### src/csu_defines.svh
`ifndef CSU_DEFINES_SVH
`define CSU_DEFINES_SVH

// ----------------------------------------
// widths and constants
// ----------------------------------------
`define CSU_ACC_W 24
`define CSU_BIT_W 5
`define CSU_LEN_W 3
`define CSU_CNT_W 2
`define CSU_PC_W 16
`define CSU_OPC_LEN 3'h1
`define CSU_CNT_ZERO 2'h0
`define CSU_CNT_ONE 2'h1

`endif

### src/csu_pkg.sv
`include "csu_defines.svh"

package csu_pkg;

    // ----------------------------------------
    // instruction kinds
    // ----------------------------------------
    typedef enum logic [3:0] {
        CSU_SKIP_IF_BIT_LOW = 4'h0,
        CSU_SKIP_IF_BIT_HIGH = 4'h1,
        CSU_SKIP_IF_NO_CARRY = 4'h2,
        CSU_SKIP_IF_CARRY = 4'h3,
        CSU_SKIP_IF_RESULT_ZERO = 4'h4,
        CSU_SKIP_IF_RESULT_NONZERO = 4'h5,
        CSU_SKIP_IF_RESULT_NEGATIVE = 4'h6,
        CSU_SKIP_IF_RESULT_NONNEGATIVE = 4'h7,
        CSU_SKIP_IF_NO_OVERFLOW = 4'h8,
        CSU_SKIP_IF_OVERFLOWED = 4'h9
    } csu_kind_t;

    typedef enum logic [1:0] {
        CSU_ACC_X = 2'h0,
        CSU_ACC_Y = 2'h1,
        CSU_ACC_Z = 2'h2,
        CSU_ACC_R = 2'h3
    } csu_acc_sel_t;

    typedef enum logic {
        CSU_ST_IDLE = 1'b0,
        CSU_ST_SKIP = 1'b1
    } csu_state_t;

    // ----------------------------------------
    // carriers
    // ----------------------------------------
    typedef struct packed {
        logic carry;
        logic overflow;
        logic sign;
        logic not_zero;
    } csu_flags_t;

    typedef struct packed {
        logic [`CSU_ACC_W-1:0] x;
        logic [`CSU_ACC_W-1:0] y;
        logic [`CSU_ACC_W-1:0] z;
        logic [`CSU_ACC_W-1:0] r;
    } csu_accs_t;

    typedef struct packed {
        csu_kind_t kind;
        csu_acc_sel_t accumulator_select;
        logic [`CSU_BIT_W-1:0] bit_index;
        logic [`CSU_CNT_W-1:0] skip_count;
    } csu_instr_t;

endpackage

### src/csu_conditional_skip.sv
`timescale 1ns/1ps
`default_nettype none
`include "csu_defines.svh"

module csu_conditional_skip
    import csu_pkg::*;
#(
    parameter int PC_W = `CSU_PC_W
)
(
    input wire logic clk_i,                          // 10 MHz core clock
    input wire logic nrst_i,                         // async reset, active low
    input wire logic en_i,                           // clock enable
    input wire logic start_i,                        // decoded skip instruction
    input wire csu_instr_t instr_i,                  // instruction fields
    input wire logic [PC_W-1:0] pc_i,                // address of the opcode
    input wire csu_flags_t flags_i,                  // alu flags
    input wire csu_accs_t accs_i,                    // accumulators
    input wire logic [`CSU_LEN_W-1:0] next_len_i,    // length of instr at pc_o
    output logic busy_o,                             // skipping in progress
    output logic done_o,                             // instruction finished
    output logic taken_o,                            // condition held
    output logic [PC_W-1:0] pc_o                     // running program counter
);

    // ----------------------------------------
    // condition select
    // ----------------------------------------
    function automatic logic csu_pick_bit(input csu_accs_t a, input csu_acc_sel_t s,
                                          input logic [`CSU_BIT_W-1:0] b);
        logic [`CSU_ACC_W-1:0] w;
        w = '0;
        unique case (s)
            CSU_ACC_X: w = a.x;
            CSU_ACC_Y: w = a.y;
            CSU_ACC_Z: w = a.z;
            CSU_ACC_R: w = a.r;
        endcase
        if (b < `CSU_BIT_W'(`CSU_ACC_W))
            csu_pick_bit = w[b];
        else
            csu_pick_bit = 1'b0;
    endfunction

    csu_state_t state_q;
    csu_state_t state_d;
    logic [`CSU_CNT_W-1:0] remain_q;
    logic [`CSU_CNT_W-1:0] remain_d;
    logic [PC_W-1:0] pc_d;
    logic busy_d;
    logic done_d;
    logic taken_d;

    wire logic start_ok;
    wire logic sel_bit;
    logic cond;
    wire logic will_skip;

    assign start_ok = en_i && start_i && (state_q == CSU_ST_IDLE);
    assign sel_bit = csu_pick_bit(accs_i, instr_i.accumulator_select, instr_i.bit_index);

    always_comb
    begin
        cond = 1'b0;
        unique case (instr_i.kind)
            CSU_SKIP_IF_BIT_LOW: cond = !sel_bit;
            CSU_SKIP_IF_BIT_HIGH: cond = sel_bit;
            CSU_SKIP_IF_NO_CARRY: cond = !flags_i.carry;
            CSU_SKIP_IF_CARRY: cond = flags_i.carry;
            CSU_SKIP_IF_RESULT_ZERO: cond = !flags_i.not_zero;
            CSU_SKIP_IF_RESULT_NONZERO: cond = flags_i.not_zero;
            CSU_SKIP_IF_RESULT_NEGATIVE: cond = flags_i.sign;
            CSU_SKIP_IF_RESULT_NONNEGATIVE: cond = !flags_i.sign;
            CSU_SKIP_IF_NO_OVERFLOW: cond = !flags_i.overflow;
            CSU_SKIP_IF_OVERFLOWED: cond = flags_i.overflow;
            default: cond = 1'b0;
        endcase
    end

    // zero count skips nothing; treat it as fall-through
    assign will_skip = cond && (instr_i.skip_count != `CSU_CNT_ZERO);

    // ----------------------------------------
    // sequencer
    // ----------------------------------------
    always_comb
    begin
        state_d = state_q;
        remain_d = remain_q;
        pc_d = pc_o;
        busy_d = busy_o;
        done_d = 1'b0;
        taken_d = taken_o;
        unique case (state_q)
            CSU_ST_IDLE:
            begin
                busy_d = 1'b0;
                if (start_i)
                begin
                    pc_d = pc_i + PC_W'(`CSU_OPC_LEN);
                    taken_d = cond;
                    if (will_skip)
                    begin
                        state_d = CSU_ST_SKIP;
                        remain_d = instr_i.skip_count;
                        busy_d = 1'b1;
                    end
                    else
                    begin
                        done_d = 1'b1;
                    end
                end
            end
            CSU_ST_SKIP:
            begin
                pc_d = pc_o + PC_W'(next_len_i);
                remain_d = remain_q - `CSU_CNT_ONE;
                if (remain_q == `CSU_CNT_ONE)
                begin
                    state_d = CSU_ST_IDLE;
                    busy_d = 1'b0;
                    done_d = 1'b1;
                end
            end
        endcase
    end

    always_ff @(posedge clk_i or negedge nrst_i)
    begin
        if (!nrst_i)
        begin
            state_q <= CSU_ST_IDLE;
            remain_q <= `CSU_CNT_ZERO;
            pc_o <= '0;
            busy_o <= 1'b0;
            done_o <= 1'b0;
            taken_o <= 1'b0;
        end
        else if (en_i)
        begin
            state_q <= state_d;
            remain_q <= remain_d;
            pc_o <= pc_d;
            busy_o <= busy_d;
            done_o <= done_d;
            taken_o <= taken_d;
        end
    end
endmodule
`default_nettype wire

### config.mk
export PLATFORM = sky130hd
export DESIGN_NAME = csu_conditional_skip
export DESIGN_NICKNAME = d
export VERILOG_FILES = /design/src/csu_pkg.sv /design/src/csu_conditional_skip.sv
export VERILOG_INCLUDE_DIRS = /design/src /design/src/src
export SDC_FILE = /design/constraint.sdc
export NUM_CORES = 1
export LEC_CHECK = 0
export BUFFER_PORTS_ARGS = -buffer_cell sky130_fd_sc_hd__buf_2
export CAP_MARGIN = 30
export CORE_MARGIN = 3
export CORE_UTILIZATION = 42
export DETAILED_ROUTE_END_ITERATION = 7
export PLACE_DENSITY = 0.81
export SETUP_SLACK_MARGIN = 0.2
export SLEW_MARGIN = 10
export SYNTH_ARGS = -nofsm -noshare
export SYNTH_HDL_FRONTEND = slang
export SYNTH_SLANG_ARGS = --single-unit
### constraint.sdc
create_clock -name clk_i -period 5.1 [get_ports clk_i]
set_clock_uncertainty 0.1 [all_clocks]
set_input_delay 1.275 -clock clk_i [delete_from_list [all_inputs] [get_ports clk_i]]
set_output_delay 1.275 -clock clk_i [all_outputs]
set_load 0.01 [all_outputs]
==> impl_summary.md, run 1 <==
Layout
The filler cells instantiated in the layout total 547. The post-route netlist has 40.18% of its cells at a drive strength greater than 1. Compared with the post-synthesis result, the final layout area differs by 29.87%.

The utilization of the core after routing is 57.80%. The number of nets in the layout is 581. The repair_antennas step left the layout with diodes totalling 0.

STA
Headroom to the max-slew limit came out at 40.04%. The transition time at the pin with the least slew margin is 899.4 ps. The max-slew violation count is 0. The part of the cycle the worst path needs is 85.39%.

In the final timing run, aggregate negative setup slack is 0 ps. Setup repair after global routing left no endpoint under its margin. The highest clock rate is 0.2296 GHz.

Setup violations remaining at the end of the flow were counted as 0. The minimum clock period is 4355 ps. The total count of hold-check failures in the final report is 0.

Run
The tool flagged a number of max-cap violations equal to 0.

Clocking
The clock-pin slew of the registers on the worst-case setup and hold paths is 80 ps. CTS built an H-tree with a depth of 1. The total of cells resized after clock tree synthesis is 0. The number of buffers added to fix hold violations after cts is 0. Counting the buffers created by CTS gives 3. The clock passes through at most 2 buffers. The clock sink count is 22. The tree is rooted in a clkbuf_8. The buffer count from post-CTS setup fixing is 0. For the worst-skew pair, the clock arrives at the later sink with an insertion delay of 260 ps. TritonCTS built the clock tree.

Floorplan
The core region area is 6061 µm². The height of the die is 86.14 µm. The initial utilization of the core area, before any placement, comes to 44.51%. Row generation in the floorplan step produced 28 rows. The number of top-level pins is 155. Measured along the x axis, the die boundary spans 86.14 µm. The area of the die is 7420 µm².

Logic synthesis
Synthesis handed over a netlist of 300 instances. The sequential cell area fraction in the yosys report is 20.41%. The count of distinct cell types in the synthesized netlist is 52. The synthesis-stage register bit count is 22. The number of nets produced by synthesis is 442. The proportion of synthesized flip-flops having asynchronous set or reset is 100.0%. For this run, the leading register cell type out of synthesis is dfrtp_1. The cell area after synthesis is 2698 µm².

The mean instance size in the synthesized netlist is 8.992 µm². During synthesis, Yosys emitted a total of 0 warnings. The number of flops mapped to enable cells by yosys is 0.

Status
The run finished with clean final reports.

Placed design
The global placer's final weighted congestion is 0.8753. Buffers placed on the I/O ports in this run total 154. The HPWL after detailed placement is 6788 µm.

Power and ir drop
In this run the static leakage power is 1.685 nW. The worst voltage drop across the vdd grid is 0.2289 mV. Registers are responsible for 36.3% of the overall power. The combinational group share of total power is 52.0%. The share of power burned in the clock network is 11.7%. The switching portion of total power is 43.81%. In this run the power spent charging and discharging nets is 0.4756 mW. The internal cell power is 0.6101 mW. Dividing total power by cell area gives a power density of 309.9 nW/µm².

Setup path
STA classifies the critical path endpoint as a flop. The required time at the worst-slack endpoint is 5140 ps. The worst setup path is launched from an input pin. The worst setup path is of the in2reg kind. In this run the worst path has a maximum fanout of 33. The arrival time reported for the critical path endpoint is 4400 ps.

Global routing
The number of global-route vias before repair was 2914. The initial antenna violation count came to 0. The total grt overflow is 0.

The global-route wire length before repair is 13430 µm. For this run, the total global-route usage over all layers was measured as 22.50%. The pin count of the biggest net entering global routing is 34.

Routing
The routed design has 8353 µm of wire. For this run, design rule violations remaining after detail routing come to 0. The detailed-route wire length per cell is 16.28 µm. The detail route stage leaves a number of antenna-violating nets equal to 0.

After detailed routing, the number of vias per cell comes to 5.813. The total via count after detailed routing is 2982. The number of DRC violations after detailed-routing iteration 0 is 158. The iteration count of the initial detailed-routing pass is 4.

Hold path
The worst hold path belongs to the class reg2reg.
## flip-flops by register name (all words and copies together) (netlist names)
register,cells
remain_q,2
pc_o,16
done_o,1
state_q,1
taken_o,1
busy_o,1
## cells in the mapped netlist, types with 4 or more instances
| master | count | area (µm²) |
|---|---|---|
| mux4_2 | 9 | 202.7 |
| and3_1 | 12 | 75.07 |
| mux2_2 | 7 | 78.83 |
| buf_2 | 10 | 50.05 |
| o22a_1 | 5 | 43.79 |
| clkbuf_1 | 6 | 22.52 |
| mux2i_1 | 15 | 150.1 |
| ha_1 | 5 | 62.56 |
| nand4_1 | 4 | 25.02 |
| nor2b_1 | 7 | 43.79 |
| nor2_1 | 19 | 71.32 |
| inv_1 | 10 | 37.54 |
| o22ai_1 | 15 | 93.84 |
| o21ai_0 | 13 | 65.06 |
| o21a_1 | 4 | 30.03 |
| nand3_1 | 17 | 85.08 |
| a21oi_1 | 19 | 95.09 |
| xnor2_1 | 12 | 105.1 |
| mux4_1 | 10 | 262.8 |
| nand2_1 | 26 | 97.59 |
| dfrtp_1 | 22 | 550.5 |
| o211ai_1 | 4 | 30.03 |
## cell families (layout without fill, tap and decap cells)
family | Yosys count | after routing | synth area share [%]
simple gates | 102 | 102 | 19.43
compound gates | 84 | 84 | 20.87
mux | 41 | 41 | 25.74
buf+inv | 30 | 168 | 5.612
flops | 22 | 22 | 20.41
xor+xnor | 15 | 15 | 4.870
fa+ha+maj | 6 | 6 | 3.061
## through the flow
step	instance area, µm²	hold slack, ps	setup slack (ps)	instances	power (mW)
CTS	3503	430.2	739.4	513	1.090
global placement	3448	383.0	572.1	509	0.9375
global route	3503	484.1	566.4	513	1.187
finish	3503	427.0	745.2	513	1.086
floorplan	2698	397.4	1183	300	0.7442
detailed placement	3448	411.8	461.0	509	0.9610
## routing by layer
layer,track usage (%),vias up,share of wire [%]
met5,0,-,0
met4,7.482,0,2.4
met3,3.458,19,8.7
met2,38.75,159,50
met1,28.64,1353,39
li1,-,1451,-
## worst max-delay path: stages
cell,delay [ps]
buf_2,540
mux4_1,640
mux4_2,490
and3_1,200
nor4_2,210
mux2_2,400
o221ai_2,290
mux2i_1,240
o211ai_1,110
## layout make-up
| cell class | count | area, µm² | share of cell area, % |
|---|---|---|---|
| clock buffers | 4 | 55.05 | 1.571 |
| inverters | 10 | 37.54 | 1.071 |
| multi-input cells | 248 | 1996 | 56.96 |
| flip-flops and latches | 22 | 550.5 | 15.71 |
| well taps | 75 | 93.84 | 2.679 |
| repair buffers | 154 | 770.7 | 22.00 |
## placed cells by master, fill, tap and decap left out, drive strengths merged, types with 3 or more instances in the layout
cell type / count
buf: 154
nand4: 4
nand3: 17
o211ai: 4
nor2b: 7
nor3: 3
o22ai: 15
dfrtp: 22
xor2: 3
mux4: 19
inv: 10
nor4: 3
and4: 3
nand2: 26
and3: 12
mux2: 7
clkbuf: 4
a221oi: 3
mux2i: 15
o21a: 4
o21ai: 13
a21oi: 19
xnor2: 12
ha: 5
o22a: 5
nor2: 19
## power by group through the flow
stage / registers, mW / clock network [mW] / logic, mW
finish: 0.394 / 0.127 / 0.565
global route: 0.414 / 0.136 / 0.638
CTS: 0.391 / 0.130 / 0.569
detailed placement: 0.396 / 0 / 0.565
global placement: 0.388 / 0 / 0.550
floorplan: 0.381 / 0 / 0.363
## worst paths after layout
check                           cells past startpoint  slack, ps                      end                 from
worst min register to register                      2        430      pc_o[0]$_DFFE_PN0P_  pc_o[0]$_DFFE_PN0P_
min in group asynchronous                           1        870      pc_o[2]$_DFFE_PN0P_               nrst_i
max in group asynchronous                           1       3690       busy_o$_DFFE_PN0P_               nrst_i
worst max-delay path                                9        750  remain_q[0]$_DFFE_PN0P_           instr_i[7]
worst max register to register                     10       2830     pc_o[14]$_DFFE_PN0P_  pc_o[0]$_DFFE_PN0P_
worst min-delay path                                2        430      pc_o[0]$_DFFE_PN0P_  pc_o[0]$_DFFE_PN0P_
(Power assumes the default switching activity.)
==> run 2: changes to the inputs <==
BUFFER_PORTS_ARGS = -buffer_cell sky130_fd_sc_hd__clkbuf_2   (was -buffer_cell sky130_fd_sc_hd__buf_2)
==> run 2 against run 1 <==
  * Non-clock buffer count up 1
  * Sequential share of layout area barely moved
  * Design area rose by 0.21%
  * Critical path type unchanged
==> impl_summary.md, run 2 (synthesized netlist as in run 1, its figures left out) <==
Clocking
The clock latency of the later-clocked register in the worst-skew pair is 260 ps. In this run, post-CTS repair resized a total of 0 instances. The total clock buffers created by CTS is 3. Once the clock tree was built, the setup fixing pass inserted 0 buffers. The number of buffers on the longest clock path is 2. The number of H-tree branching levels is 1. The number of buffers added to fix hold violations after cts is 0. The root buffer cell chosen for the clock tree is clkbuf_8. For this design, the sink count on the clock tree is 22. TritonCTS built the clock tree. Clock-pin slew was measured on the worst setup and hold paths at 80 ps.

Setup path
The slowest stage of the critical path belongs to the cell mux4_1. The buffering stage count on the worst path with inverters included is 2. STA classifies the critical path startpoint as an input pin. For the worst setup path, the data required time is 5140 ps. Along the worst path, the maximum fanout reaches 23. The critical path runs through a total of 10 cells. The worst reg-to-reg path cell count is 9. The start-to-end type of the worst setup path is in2reg. For this run, the slowest stage of the critical path takes 580 ps. The top cell family by delay on the critical path is multiplexers.

The kind of capture point of the worst setup path is a flop. The signal on the critical path passes through clkbuf_2 > buf_4 > mux4_1 > mux2i_1 > o311ai_1 > nor4_2 > mux2_2 > o221ai_2 > mux2i_1 > o211ai_1. The library cell appearing most often on the critical path is mux2i_1.

STA puts the critical path data arrival time at 4070 ps.

Layout
The register with the most flip-flops in the layout has 16 of them. The number of antenna diodes in the final layout is 0. Leaving out fill and tap cells, the most frequent cell in the layout is clkbuf_2. At the end of the flow, the number of nets in the layout was 582.

In the layout the commonest cells are 154 x clkbuf_2, 26 x nand2_1, 22 x dfrtp_1. The largest registers in the layout are pc_o: 16 flops, remain_q: 2 flops. Once layout is done, the placed cells without fillers occupy 3511 µm². The post-synthesis to final-layout area growth is 30.15%. The largest register by flop count is pc_o. The share of final-layout standard cells stronger than drive strength 1 is 40.32%.

STA
Setup repair after global routing left no endpoint under its margin. The number of setup violations in the final report is 0. The final critical path takes up 79.03% of the cycle. The transition time at the pin with the least slew margin is 934.6 ps. The total count of hold-check failures in the final report was 0. The worst relative slew slack is 37.70%.

The worst path in the final design needs a cycle of 4031 ps, including I/O delays and setup. The highest clock rate is 0.2481 GHz. After routing, the total negative slack on setup checks comes to 0 ps. The max-slew violation count is 0.

Global routing
The initial antenna violation count came to 0. The total grt overflow is 0. The number of global-route vias before repair is 2797. The global-route wire length before repair is 12790 µm. For this run, the total global-route usage over all layers was measured as 21.04%. Entering global routing, the biggest net connects 31 pins.

Run
Across the run, the number of max-cap violations was 0.

Power and ir drop
For this design the ratio of total power to cell area is 309.6 nW/µm². The worst voltage drop across the vdd grid is 0.2344 mV. In this run the static leakage power is 1.720 nW.

Placed design
The half-perimeter wire length after placement is 6516 µm. Routability-driven placement finished with a final weighted congestion of 0.8635. Input and output buffers added on the ports amount to 154. The post-place instance area is 3456 µm².

Routing
Once detail routing completed, the nets flagged for antenna violations numbered 0. The number of design rule violations left after detail routing is 0. The iteration count of the initial detailed-routing pass is 5. After detailed routing, the average wire length per cell comes to 15.65 µm. Summing over every cut layer, the via total after detailed routing is 3002. The final layout contains routed wiring with a total length of 8043 µm.

The number of DRC violations after detailed-routing iteration 0 is 172. The via density per instance is 5.840.

Floorplan
The region available for standard cell placement spans 6061 µm². Pin placement for this block handled 155 I/O pins. The floorplan has 28 rows.

Measured along the y axis, the die boundary spans 86.14 µm. The initial core utilization is 44.51%. The area of the die is 7420 µm². The die boundary width is 86.14 µm.

Hold path
Counting instances, the worst hold path has a depth of 2. The kind of path behind the tightest hold check is reg2reg.

Status
The run finished with clean final reports.
-- run 2: where the power goes --
| part | internal (mW) | leakage, nW | switching (mW) |
|---|---|---|---|
| sequential | 0.259 | 0.263 | 0.137 |
| combinational | 0.280 | 1.43 | 0.282 |
| clock | 0.0688 | 0.0288 | 0.0587 |
| total | 0.609 | 1.72 | 0.478 |
-- run 2: worst register-to-register path: stages (launching register included) --
cell and delay [ps]:
dfrtp_1 370, ha_1 180, inv_1 60, fa_1 370, nor2b_1 180, o21a_1 270, and2_1 200, and3_1 180
o21ai_0 90, a221oi_1 260
-- run 2: per-stage QoR --
step           total power [mW]  instances  utilization, %  hold WS, ps  setup WS, ps
2_1_floorplan            0.7442        300               -        397.4          1183
3_3_place_gp             0.9393        510           57.02        390.9         817.1
3_5_place_dp             0.9587        510           57.02        410.4         786.4
4_1_cts                   1.088        514           57.93        428.3          1054
5_1_grt                   1.184        514           57.93        461.2         894.4
6_report                  1.087        514           57.93        418.3          1069
-- run 2: layer usage --
layer | wire length (µm) | GRT usage, %
met3 | 647 | 3.170
met4 | 105 | 5.468
met2 | 3989 | 35.60
met5 | 0 | 0
met1 | 3301 | 28.02
-- run 2: area by class of cell --
cell class / count / area, µm²
clock buffers: 4 / 55.05
flip-flops and latches: 22 / 550.5
inverters: 10 / 37.54
fillers: 552 / 2550
multi-input cells: 248 / 1996
repair buffers: 155 / 778.2
well taps: 75 / 93.84
-- run 2: worst paths after layout --
kind / startpoint / to / slack (ps)
max: instr_i[7] / remain_q[0]$_DFFE_PN0P_ / 1070
min: pc_o[0]$_DFFE_PN0P_ / pc_o[0]$_DFFE_PN0P_ / 420
max reg2reg: pc_o[0]$_DFFE_PN0P_ / pc_o[14]$_DFFE_PN0P_ / 2750
min reg2reg: pc_o[0]$_DFFE_PN0P_ / pc_o[0]$_DFFE_PN0P_ / 420
max in group asynchronous: nrst_i / state_q$_DFFE_PN0P_ / 3630
min in group asynchronous: nrst_i / pc_o[3]$_DFFE_PN0P_ / 890
